$ cat src/logic/pvd_pkg.sv
// Package for the peak value detector bank: constants, field layouts and carriers.
// Assumes a single 200 MHz sample-path clock and APB register access.
package pvd_pkg;

  // ****************************************
  // Sizes and timing
  // ****************************************
  localparam int NUM_UNITS    = 8;
  localparam int NUM_CHANS    = 4;
  localparam int SMP_W        = 16;
  localparam int DIV_W        = 20;
  localparam int CLK_HZ       = 200_000_000;
  localparam int OUT_RATE_HZ  = 4800;
  // Least output period, rounded up to whole cycles
  localparam int RATE_MIN_CYC = (CLK_HZ + OUT_RATE_HZ - 1) / OUT_RATE_HZ;

  // ****************************************
  // Register map (byte addresses)
  // ****************************************
  localparam logic [7:0] CFG_BASE    = 8'h00;
  localparam logic [7:0] RATE_BASE   = 8'h20;
  localparam logic [7:0] RESULT_BASE = 8'h40;
  localparam logic [7:0] RESTART_OFF = 8'h60;
  localparam logic [7:0] FRESH_OFF   = 8'h64;

  // Config field positions
  localparam int CFG_CHAN_LSB = 0;
  localparam int CFG_MAX_BIT  = 2;
  localparam int CFG_MODE_LSB = 3;
  localparam int CFG_W        = 5;

  // ****************************************
  // Types
  // ****************************************
  typedef enum logic [1:0] {
    PVD_RUN,
    PVD_HOLD,
    PVD_FOLLOW
  } pvd_mode_t;

  typedef struct packed {
    pvd_mode_t  mode;
    logic       track_max;
    logic [1:0] chan;
  } pvd_cfg_t;

  typedef struct packed {
    logic                              psel;
    logic                              penable;
    logic                              pwrite;
    logic [7:0]                        paddr;
    logic [31:0]                       pwdata;
  } pvd_apb_req_t;

  typedef struct packed {
    logic [NUM_CHANS-1:0]              vld;
    logic [NUM_CHANS-1:0][SMP_W-1:0]   data;
  } pvd_smp_t;

  typedef struct packed {
    pvd_cfg_t [NUM_UNITS-1:0]          cfg;
    logic [NUM_UNITS-1:0][DIV_W-1:0]   div;
    logic [NUM_UNITS-1:0][DIV_W-1:0]   cnt;
    logic [NUM_UNITS-1:0][SMP_W-1:0]   peak;
    logic [NUM_UNITS-1:0]              fresh;
    logic [NUM_UNITS-1:0][SMP_W-1:0]   out;
    logic [NUM_UNITS-1:0]              out_vld;
    logic [31:0]                       prdata;
    logic                              pready;
    logic                              pslverr;
  } pvd_st_t;

endpackage

$ cat src/logic/pvd_bank.sv
// Eight peak value detection units with an APB register slave.
// Assumes sample strobes synchronous to i_clk, one 32-bit APB master.
//
// Our own choices: the APB register port and the register addresses.

// Behaviour
// RULE_01 - eight independent units, each with own output
// RULE_02 - each tracks min or max of one of four
// RULE_03 - run mode refreshes extreme on every sample
// RULE_04 - hold mode freezes last captured extreme
// RULE_05 - tracking output is stored extreme, not raw input
// RULE_06 - follow mode outputs the current selected sample
// RULE_07 - only run, hold, follow; both min and max
// RULE_08 - output samples at most 4800 Hz
// RULE_09 - host keeps unit rate below input rate
// RULE_10 - extremes cleared only by host restart command
// RULE_11 - unit outputs skip output filters
// RULE_12 - selector picks only the four analog inputs
// RULE_13 - reset configuration runs without any host
// RULE_14 - each result usable as routed virtual signal
// RULE_15 - after restart, next sample reloads the extreme
module pvd_bank
  import pvd_pkg::*;
#(
  parameter int RATE_MIN = RATE_MIN_CYC
) (
  // Clock, reset, enable
  input  wire logic                            i_clk,
  input  wire logic                            i_rst_n,
  input  wire logic                            i_ce,
  // Analog input sample stream
  input  wire pvd_smp_t                        i_smp,
  // APB slave
  input  wire pvd_apb_req_t                    i_apb,
  output logic [31:0]                          o_prdata,
  output logic                                 o_pready,
  output logic                                 o_pslverr,
  // Virtual signals
  output logic [NUM_UNITS-1:0][SMP_W-1:0]      o_unit_data,
  output logic [NUM_UNITS-1:0]                 o_unit_vld
);

  // ****************************************
  // Constants and helpers
  // ****************************************
  localparam logic [DIV_W-1:0] MIN_DIV = DIV_W'(RATE_MIN);

  // Power-up state: unit u watches channel u mod 4, low half max, high half min
  function automatic pvd_st_t rst_state();
    pvd_st_t st;
    st = '0;
    for (int u = 0; u < NUM_UNITS; u++) begin
      st.cfg[u].chan      = 2'(u % NUM_CHANS);
      st.cfg[u].track_max = (u < NUM_UNITS / 2);
      st.cfg[u].mode      = PVD_RUN;
      st.div[u]           = MIN_DIV;
      st.fresh[u]         = 1'b1;
    end
    return st;
  endfunction

  localparam pvd_st_t ST_RST = rst_state();

  // Signed compare toward the tracked extreme
  function automatic logic beats(input logic [SMP_W-1:0] s, input logic [SMP_W-1:0] p,
                                 input logic is_max);
    beats = is_max ? ($signed(s) > $signed(p)) : ($signed(s) < $signed(p));
  endfunction

  // Divisor never below the least output period
  function automatic logic [DIV_W-1:0] eff_div(input logic [DIV_W-1:0] dv);
    eff_div = (dv < MIN_DIV) ? MIN_DIV : dv;
  endfunction

  function automatic logic addr_hit(input logic [7:0] a);
    if (a[1:0] != 2'b00) begin
      addr_hit = 1'b0;
    end else if (a[7:5] == CFG_BASE[7:5] || a[7:5] == RATE_BASE[7:5]) begin
      addr_hit = 1'b1;
    end else if (a[7:5] == RESULT_BASE[7:5]) begin
      addr_hit = 1'b1;
    end else if (a == RESTART_OFF || a == FRESH_OFF) begin
      addr_hit = 1'b1;
    end else begin
      addr_hit = 1'b0;
    end
  endfunction

  function automatic logic [31:0] rd_word(input pvd_st_t st, input logic [7:0] a);
    logic [2:0] u;
    u = a[4:2];
    if (a[1:0] != 2'b00) begin
      rd_word = '0;
    end else if (a[7:5] == CFG_BASE[7:5]) begin
      rd_word = 32'(st.cfg[u]);
    end else if (a[7:5] == RATE_BASE[7:5]) begin
      rd_word = 32'(st.div[u]);
    end else if (a[7:5] == RESULT_BASE[7:5]) begin
      rd_word = 32'(st.peak[u]);
    end else if (a == FRESH_OFF) begin
      rd_word = 32'(st.fresh);
    end else begin
      rd_word = '0; // Restart register reads as zero
    end
  endfunction

  // ****************************************
  // State
  // ****************************************
  pvd_st_t q;
  pvd_st_t d;

  // ****************************************
  // Next-state logic
  // ****************************************
  // Writes land only on the completing APB edge, so a restart and a
  // sample in the same cycle let the restart win: the sample is dropped.
  always_comb begin
    pvd_cfg_t           c;
    logic [SMP_W-1:0]   s;
    logic               v;
    logic               wr;
    logic [NUM_UNITS-1:0] restart;
    logic [2:0]         wu;
    c       = '0;
    s       = '0;
    v       = 1'b0;
    d       = q;
    wr      = i_apb.psel && i_apb.penable && q.pready && i_apb.pwrite && !q.pslverr;
    wu      = i_apb.paddr[4:2];
    restart = '0;
    if (i_ce) begin
      d.pready  = 1'b0;
      d.pslverr = 1'b0;
      d.out_vld = '0;
      // Setup phase prepares the answer for the access phase
      if (i_apb.psel && !i_apb.penable) begin
        d.pready  = 1'b1;
        d.pslverr = !addr_hit(i_apb.paddr);
        d.prdata  = rd_word(q, i_apb.paddr);
      end
      // Register writes
      if (wr) begin
        if (i_apb.paddr[7:5] == CFG_BASE[7:5]) begin
          d.cfg[wu].chan      = i_apb.pwdata[CFG_CHAN_LSB +: 2]; // RULE_12
          d.cfg[wu].track_max = i_apb.pwdata[CFG_MAX_BIT];     // RULE_02
          // The unused mode code is ignored, keeping the old mode
          if (i_apb.pwdata[CFG_MODE_LSB +: 2] != 2'b11) begin
            d.cfg[wu].mode = pvd_mode_t'(i_apb.pwdata[CFG_MODE_LSB +: 2]); // RULE_07
          end
        end else if (i_apb.paddr[7:5] == RATE_BASE[7:5]) begin
          d.div[wu] = i_apb.pwdata[DIV_W-1:0];
        end else if (i_apb.paddr == RESTART_OFF) begin
          restart = i_apb.pwdata[NUM_UNITS-1:0]; // RULE_10
        end
      end
      // Units work side by side with no shared state
      for (int u = 0; u < NUM_UNITS; u++) begin // RULE_01
        c = q.cfg[u];
        s = i_smp.data[c.chan]; // RULE_12
        v = i_smp.vld[c.chan];
        if (restart[u]) begin
          d.peak[u]  = '0;   // RULE_10
          d.fresh[u] = 1'b1; // RULE_15
        end else if (v) begin
          case (c.mode)
            PVD_RUN: begin
              // First sample after restart reloads, later ones compete
              if (q.fresh[u] || beats(s, q.peak[u], c.track_max)) begin // RULE_03 RULE_15
                d.peak[u] = s;
              end
              d.fresh[u] = 1'b0;
            end
            PVD_HOLD: begin
              d.peak[u] = q.peak[u]; // RULE_04
            end
            PVD_FOLLOW: begin
              d.peak[u]  = s;    // RULE_06
              d.fresh[u] = 1'b1; // Tracking resumes from present level
            end
            default: begin
              d.peak[u] = q.peak[u];
            end
          endcase
        end
        // Output pacing; raw extreme, no output filter in the path
        if (q.cnt[u] == '0) begin
          d.cnt[u]     = eff_div(q.div[u]) - 1'b1; // RULE_08
          d.out[u]     = q.peak[u];                // RULE_05 RULE_11
          d.out_vld[u] = 1'b1;                     // RULE_14
        end else begin
          d.cnt[u] = q.cnt[u] - 1'b1;
        end
      end
    end
  end

  // ****************************************
  // State register
  // ****************************************
  // Config resets to a working setup, so no host is needed to run
  always_ff @(posedge i_clk or negedge i_rst_n) begin
    if (!i_rst_n) begin
      q <= ST_RST; // RULE_13
    end else begin
      q <= d;
    end
  end

  // Outputs straight from state flops
  assign o_prdata    = q.prdata;
  assign o_pready    = q.pready;
  assign o_pslverr   = q.pslverr;
  assign o_unit_data = q.out;
  assign o_unit_vld  = q.out_vld;

  // ****************************************
  // Checks
  // ****************************************
  logic [SMP_W-1:0] smp0;
  logic             vld0;
  logic             apb_wr;
  logic             rst0;
  logic [DIV_W-1:0] gap0_q;

  assign smp0   = i_smp.data[q.cfg[0].chan];
  assign vld0   = i_smp.vld[q.cfg[0].chan];
  assign apb_wr = i_apb.psel && i_apb.penable && q.pready && i_apb.pwrite && !q.pslverr;
  assign rst0   = apb_wr && i_apb.paddr == RESTART_OFF && i_apb.pwdata[0];

  // Enabled cycles since unit 0 last produced; zero until its first pulse,
  // so the pulse right after reset is not taken for a short period
  always_ff @(posedge i_clk or negedge i_rst_n) begin
    if (!i_rst_n) begin
      gap0_q <= '0;
    end else if (i_ce) begin
      if (o_unit_vld[0]) begin
        gap0_q <= DIV_W'(1);
      end else if (gap0_q != '0) begin
        gap0_q <= gap0_q + 1'b1;
      end
    end
  end

  // A strobe held by a low enable is seen once, at the next enabled edge
  property p_rate;
    @(posedge i_clk) disable iff (!i_rst_n)
      (i_ce && o_unit_vld[0] && gap0_q != '0) |-> gap0_q >= MIN_DIV;
  endproperty
  a_rate: assert property (p_rate) else $error("unit 0 output faster than limit"); // RULE_08

  property p_run_max;
    @(posedge i_clk) disable iff (!i_rst_n)
      (i_ce && q.cfg[0].mode == PVD_RUN && q.cfg[0].track_max && vld0 && !rst0
       && !q.fresh[0] && $signed(smp0) > $signed(q.peak[0])) |=> q.peak[0] == $past(smp0);
  endproperty
  a_run_max: assert property (p_run_max) else $error("run max missed a new peak"); // RULE_03

  property p_run_min;
    @(posedge i_clk) disable iff (!i_rst_n)
      (i_ce && q.cfg[0].mode == PVD_RUN && !q.cfg[0].track_max && vld0 && !rst0
       && !q.fresh[0] && $signed(smp0) >= $signed(q.peak[0])) |=> $stable(q.peak[0]);
  endproperty
  a_run_min: assert property (p_run_min) else $error("run min took a larger sample"); // RULE_02

  property p_hold;
    @(posedge i_clk) disable iff (!i_rst_n)
      (q.cfg[0].mode == PVD_HOLD && !rst0) |=> $stable(q.peak[0]);
  endproperty
  a_hold: assert property (p_hold) else $error("held peak changed"); // RULE_04

  property p_follow;
    @(posedge i_clk) disable iff (!i_rst_n)
      (i_ce && q.cfg[0].mode == PVD_FOLLOW && vld0 && !rst0) |=> q.peak[0] == $past(smp0);
  endproperty
  a_follow: assert property (p_follow) else $error("follow did not pass sample"); // RULE_06

  property p_restart;
    @(posedge i_clk) disable iff (!i_rst_n)
      (i_ce && rst0) |=> (q.peak[0] == '0 && q.fresh[0]);
  endproperty
  a_restart: assert property (p_restart) else $error("restart did not clear unit 0"); // RULE_10

  property p_reload;
    @(posedge i_clk) disable iff (!i_rst_n)
      (i_ce && q.cfg[0].mode == PVD_RUN && q.fresh[0] && vld0 && !rst0)
      |=> (q.peak[0] == $past(smp0) && !q.fresh[0]);
  endproperty
  a_reload: assert property (p_reload) else $error("restart reload missed"); // RULE_15

  property p_out;
    @(posedge i_clk) disable iff (!i_rst_n)
      o_unit_vld[0] |-> o_unit_data[0] == $past(q.peak[0]);
  endproperty
  a_out: assert property (p_out) else $error("output is not the stored value"); // RULE_05

  property p_mode;
    @(posedge i_clk) disable iff (!i_rst_n)
      q.cfg[0].mode != pvd_mode_t'(2'b11);
  endproperty
  a_mode: assert property (p_mode) else $error("illegal mode stored"); // RULE_07

  property p_ready;
    @(posedge i_clk) disable iff (!i_rst_n)
      (i_ce && i_apb.psel && !i_apb.penable) |=> o_pready;
  endproperty
  a_ready: assert property (p_ready) else $error("apb answer late");

  property p_cfg;
    @(posedge i_clk) disable iff (!i_rst_n)
      (i_ce && apb_wr && i_apb.paddr == CFG_BASE) |=> (q.cfg[0].chan == $past(i_apb.pwdata[1:0])
       && q.cfg[0].track_max == $past(i_apb.pwdata[CFG_MAX_BIT]));
  endproperty
  a_cfg: assert property (p_cfg) else $error("unit 0 config write lost"); // RULE_02

  property p_keep;
    @(posedge i_clk) disable iff (!i_rst_n)
      (i_ce && !vld0 && !rst0) |=> $stable(q.peak[0]);
  endproperty
  a_keep: assert property (p_keep) else $error("peak changed with no sample or restart"); // RULE_10

  property p_misalign;
    @(posedge i_clk) disable iff (!i_rst_n)
      (i_ce && i_apb.psel && !i_apb.penable && i_apb.paddr[1:0] != 2'b00) |=> o_pslverr;
  endproperty
  a_misalign: assert property (p_misalign) else $error("misaligned access not refused");

  property p_freeze;
    @(posedge i_clk) disable iff (!i_rst_n)
      !i_ce |=> $stable(q);
  endproperty
  a_freeze: assert property (p_freeze) else $error("state moved while enable low");

  property p_follow_fresh;
    @(posedge i_clk) disable iff (!i_rst_n)
      (i_ce && q.cfg[0].mode == PVD_FOLLOW && vld0 && !rst0) |=> q.fresh[0];
  endproperty
  a_follow_fresh: assert property (p_follow_fresh) else $error("follow left reload off"); // RULE_15

  property p_ready_once;
    @(posedge i_clk) disable iff (!i_rst_n)
      (i_ce && !(i_apb.psel && !i_apb.penable)) |=> !o_pready;
  endproperty
  a_ready_once: assert property (p_ready_once) else $error("apb answer outside access");

  property p_rd_result;
    @(posedge i_clk) disable iff (!i_rst_n)
      (i_ce && i_apb.psel && !i_apb.penable && i_apb.paddr == RESULT_BASE)
      |=> (!o_pslverr && o_prdata == 32'($past(q.peak[0])));
  endproperty
  a_rd_result: assert property (p_rd_result) else $error("result read wrong"); // RULE_14

endmodule

$ cat config.mk
export PLATFORM = sky130hd
export DESIGN_NAME = pvd_bank
export DESIGN_NICKNAME = d
export VERILOG_FILES = /design/src/logic/pvd_pkg.sv /design/src/logic/pvd_bank.sv
export SDC_FILE = /design/constraint.sdc
export NUM_CORES = 2
export LEC_CHECK = 0
export ABC_AREA = 0
export BUFFER_PORTS_ARGS = -buffer_cell sky130_fd_sc_hd__buf_2
export CAP_MARGIN = 25
export CORE_MARGIN = 3
export CORE_UTILIZATION = 50
export DETAILED_ROUTE_END_ITERATION = 10
export PLACE_DENSITY = 0.82
export SETUP_SLACK_MARGIN = 0.1
export SLEW_MARGIN = 20
export SYNTH_ARGS = -nofsm -noshare
export SYNTH_HDL_FRONTEND = slang
export SYNTH_SLANG_ARGS = --single-unit
$ cat constraint.sdc
create_clock -name i_clk -period 4.97 [get_ports i_clk]
set_input_delay 0.497 -clock i_clk [delete_from_list [all_inputs] [get_ports i_clk]]
set_output_delay 0.497 -clock i_clk [all_outputs]
set_load 0.05 [all_outputs]
# Yosys cells after proc, flatten, opt, wreduce, memory -nomap -nowiden
# Cells that the tools add are included.
# Widths: inputs -> output; s select.
# word_totals
register_bits,654
inputBits,114
elab_cells,376
# op_classes
n_addsub,16
n_lt_le_gt_ge,34
n_eq_ne,21
n_mux,156
n_bitwise,1
n_reduce_logical,80
# ops
op,n
$mux 16,34
$mux 20,21
$sub 20x1->20 const B,16
$bmux 16 s2,8
$pmux 16 s2,8
$bwmux 160,1
$logic_not 20->1,8
$lt 20x16->1 const B,8
$gt 16x16->1,8
$lt 16x16->1,8
$bwmux 40,3
$bmux 20 s3,1
$demux 20 s3,1
$bmux 16 s3,1
$mux 8,6
$mux 1,46
$demux 5 s3,3
$mux 40,1
$reduce_and 4->1,9
$reduce_and 3->1,9
$lt 2x3->1 const B,8
$ne 3x3->1 const B,8
$reduce_bool 3->1,8
$reduce_and 2->1,9
20 further kinds,75

# Longest topological paths before layout
# depth
depth_word,10
mapped_depth,17
mapped_depth_nobuf,15

# Worst setup path after synthesis
# OpenSTA, ideal clock, no wires.
# synth_timing
path_type,reg2reg
start,register q[641] (netlist bit)
end,register q[231] (netlist bit)
setup_time_ns,0.079
arrival_time_ns,4.686
required_ns,4.891
slack_ns,0.205
path_stages_with_launch,13
path_buffers,3
period_less_slack_ns,4.765
cell_sequence,dfstp_2 -> clkbuf_1 -> buf_1 -> mux4_2 -> ha_1 -> a21oi_1 -> o21ai_0 -> o311ai_0 -> nand2_1 -> mux2_2 -> o31ai_1 -> buf_2 -> mux2i_1
# synth_via
elab_chain_len,7
elab_cells_between_ends,15
cone_classes,order compare (2); eq/ne (1); mux (9); reduce/logical (3)
# synth_lines
item,line,source
"start, declared",pvd_bank.sv:110,pvd_st_t q;
"start signal, assigned",pvd_bank.sv:204,q <= ST_RST;
"start signal, assigned",pvd_bank.sv:206,q <= d;
$bmux 16 s2,pvd_bank.sv:160,s = i_smp.data[c.chan];
$mux 16 (implied by the code),pvd_bank.sv:160,
$lt 16x16->1 or $gt 16x16->1 (tied branches),pvd_bank.sv:67,beats = is_max ? ($signed(s) > $signed(p)) : ($signed(s) < $signed(p));
$mux 1,pvd_bank.sv:67,
$logic_or 1x1->1,pvd_bank.sv:169,"if (q.fresh[u] || beats(s, q.peak[u], c.track_max)) begin"
$ne 3x3->1 (no source line),-,
$reduce_and 4->1 (no source line),-,
# Several ways; a longest one is shown, not always the timed one. The select of a mux whose other input is x is not followed.
# A chain may end at the register's enable or synchronous reset.

# Worst setup path after layout
# layout_timing
start,register q[351] (netlist bit)
end,register q[364] (netlist bit)
# layout_via
elab_chain_len,2
elab_cells_between_ends,3
cone_classes,add/sub (1); mux (1); reduce/logical (1)
# layout_lines
item,line,source
$sub 20x1->20 or $logic_not 20->1 (tied branches),"pvd_bank.sv:192, pvd_bank.sv:187",
$mux 20 (*),pvd_bank.sv:187,if (q.cnt[u] == '0) begin
# Mark *: on every way between the ends. The rest lies on a longest branch, timed or not.

==> reports/qor.yml <==
drt:
  routed_wl_mm: 137
  dr_total_vias: 35883
  vias_per_cell: 6.76
  drt_iter0_markers: 5140
  wl_per_cell_um: 25.9
  first_pass_iters: 9
  drc: 0
  ant_nets: 0
cells_and_area:
  fillers: 6791
  drive_gt1_frac: 0.249
  area_growth_pct: 9.40
  nNetsFinal: 4401
  final_util: 0.557
timing:
  fin_crit_sh: 0.859
  rsz0062_at_grt: "false"
  setup_viol: 0
  relSlewSlack: 0.274
  fin_tns_setup_ns: 0
  clock_skew_ns: 0.0300
  fin_crit_ns: 4.27
  worst_pin_slew_ns: 1.09
  report.final.hold_viol_count: 0
  drv_slew: 0
  fmax_mhz: 234
clock_network:
  clock-sinks: 654
  cts_tree: "done"
  cts-buffers-inserted: 73
  clkTransAtPathRegs_ns: 0.06
  clk_path_buf_depth: 3
  cts-htree-levels: 3
  post_cts_resized: 0
  root_buffer: "clkbuf_16"
  clkLatencyLatePin_ns: 0.63
global_routing:
  grt-ovfl-total: 0
  grt_pass1_vias: 33898
  antenna_found_initial: 43
  grt_pass1_wl_mm: 206
  groute.usage.overall: 0.307
  grt_max_degree: 133
yosys:
  post_synth_instance_area_um2: 42200
  synth_top_flop_cell: "dfrtp_1"
  synth-edff-count: 0
  synth_cell_type_count: 88
  synth-seq-cells: 654
  ys_seq_area_frac: 0.390
  yosys_warnings: 0
  avgSynthCellArea_um2: 10.2
  syn-instance-count: 4127
  synth_async_sr_flop_share: 1.00
run_status:
  outcome: "completed"
pwr:
  p_total_w: 0.0196
  power_density_nw_per_um2: 424
  p_switching_w: 0.00723
  ir_drop_mv: 0.325
  clock_power_share: 0.303
  sw_frac_of_total: 0.370
  internal_power_w: 0.0123
  seq_power_share: 0.381
  comb_power_share: 0.317
  p_leak_nw: 21.1
floorplan:
  dieArea_um2: 87900
  core-area_um2: 82800
  start_util: 0.510
  io_pins: 284
  die_h_um: 296
  fp.dieW_um: 296
  num_rows: 105
critical_path:
  reg2reg_setup_slack_ns: 0.70
  arrival_ns: 4.78
  r2r_cells: 12
  worstPathRequired_ns: 5.48
  criticalPathCategory: "reg2reg"
  worst_setup_path_end_kind: "register"
  path_max_fanout: 9
  start_kind: "register"
worst_hold_path:
  worstHoldPathCells: 3
  hold_class: "in2reg"
placed_design:
  numPortBuffers: 259
  gp_congestion: 1.02
  hpwl_mm: 100
run:
  maxCapViolations: 0
[Yosys cell counts (33+ instances only)]
cell	instances	area share
a211oi_1	41	0.0073
nand4_1	43	0.0064
a22o_1	40	0.0083
o21a_1	33	0.0059
dfstp_2	76	0.047
nor2_1	354	0.032
o22ai_1	37	0.0055
mux2i_1	148	0.035
dfrtp_1	578	0.34
nand2_1	375	0.033
a21o_1	65	0.012
nor3_1	108	0.013
a21oi_1	206	0.024
nor4_1	59	0.0088
and3_1	39	0.0058
ha_1	136	0.040
buf_4	169	0.030
a31oi_1	51	0.0076
buf_1	38	0.0034
mux4_2	218	0.12
mux2_2	250	0.067
o21ai_0	208	0.025
clkbuf_1	173	0.015
nand3_1	54	0.0064
inv_1	168	0.015
[critical path, stage by stage (launching register included)]
cell	delay [ns]
dfrtp_1	0.46
or4_1	0.60
or3_1	0.45
nor2_1	0.15
nand3b_1	0.34
o22ai_1	0.30
ha_1	0.24
nand2b_1	0.11
nor3_1	0.20
o21ai_0	0.30
nor3_1	0.63
and4bb_1	0.31
a211oi_2	0.05
[final timing paths]
kind	end	from
worst min register to register	o_prdata[17]	o_prdata[17]
worst min-delay path	q[621]	i_apb[15]
worst max register to register	q[364]	q[351]
max in group asynchronous	q[527]	i_rst_n
min in group asynchronous	o_unit_data[102]	i_rst_n
worst max-delay path	q[364]	q[351]
[cell families after synthesis]
kind of cell    after synthesis  share of synthesized area
mux                         616                      0.218
compound gates              908                      0.142
other cells                   1                  0.0000889
xor+xnor                     12                    0.00249
flops                       654                      0.390
fa+ha+maj                   136                     0.0403
buf+inv                     562                     0.0663
simple gates               1238                      0.140
[layout by cell type (no fill, tap or decap), types with 54 or more instances in the layout]
cell type and n:
dfrtp_1 578, nand2_1 375, nor2_1 351, buf_2 255, mux2_2 250, mux4_2 218, o21ai_0 208, a21oi_1 206
inv_1 168, mux2i_1 148, ha_1 136, nor3_1 107, clkbuf_16 77, dfstp_2 76, a21o_1 65, buf_4 65
nor4_1 57, nand3_1 54
[sequential cells by signal, indices dropped and copies added, names as in the netlist]
| register | flops |
|---|---|
| o_prdata | 20 |
| o_unit_data | 128 |
| q | 496 |
| o_pslverr | 1 |
| o_unit_vld | 8 |
| o_pready | 1 |
[layer usage]
layer	global-route usage	share of wire
met2	0.456	0.43
met4	0.156	0.058
met1	0.402	0.37
met5	0.0136	0.0018
met3	0.0997	0.14
[per-stage QoR]
step / std cells / setup WS, ns / cell area (um^2) / hold WS (ns)
after detailed placement: 5141 / 0.749 / 43400 / 0.466
after floorplan: 4138 / 0.205 / 42200 / 0.201
after global placement: 5140 / 0.837 / 43400 / 0.458
final: 5312 / 0.699 / 46100 / 0.265
after CTS: 5275 / 0.747 / 46000 / 0.239
after global routing: 5305 / 0.386 / 46100 / 0.273
[what timing repair did]
item | CTS | global route
endpoints found under the hold margin | 90 | 0
hold buffers | 1 | 0
setup buffers | 0 | 0
[power groups by stage]
stage	clock (W)	sequential, W	combinational [W]
after global routing	0.00617	0.00752	0.00675
final	0.00592	0.00745	0.00619
after floorplan	0	0.00700	0.00459
after detailed placement	0	0.00745	0.00602
after global placement	0	0.00742	0.00583
after CTS	0.00595	0.00738	0.00606
[cell type report]
| cell class | count | area [um^2] | share of cell area |
|---|---|---|---|
| multi-input cells | 2922 | 23000 | 0.499 |
| flip-flops and latches | 654 | 16500 | 0.357 |
| clock buffers | 109 | 2250 | 0.0487 |
| repair buffers | 331 | 1960 | 0.0425 |
| well taps | 1070 | 1340 | 0.0290 |
| inverters | 169 | 637 | 0.0138 |
| clock inverters | 24 | 370 | 0.00803 |
| diodes | 33 | 82.6 | 0.00179 |
Power figures use the tool's default switching activity.
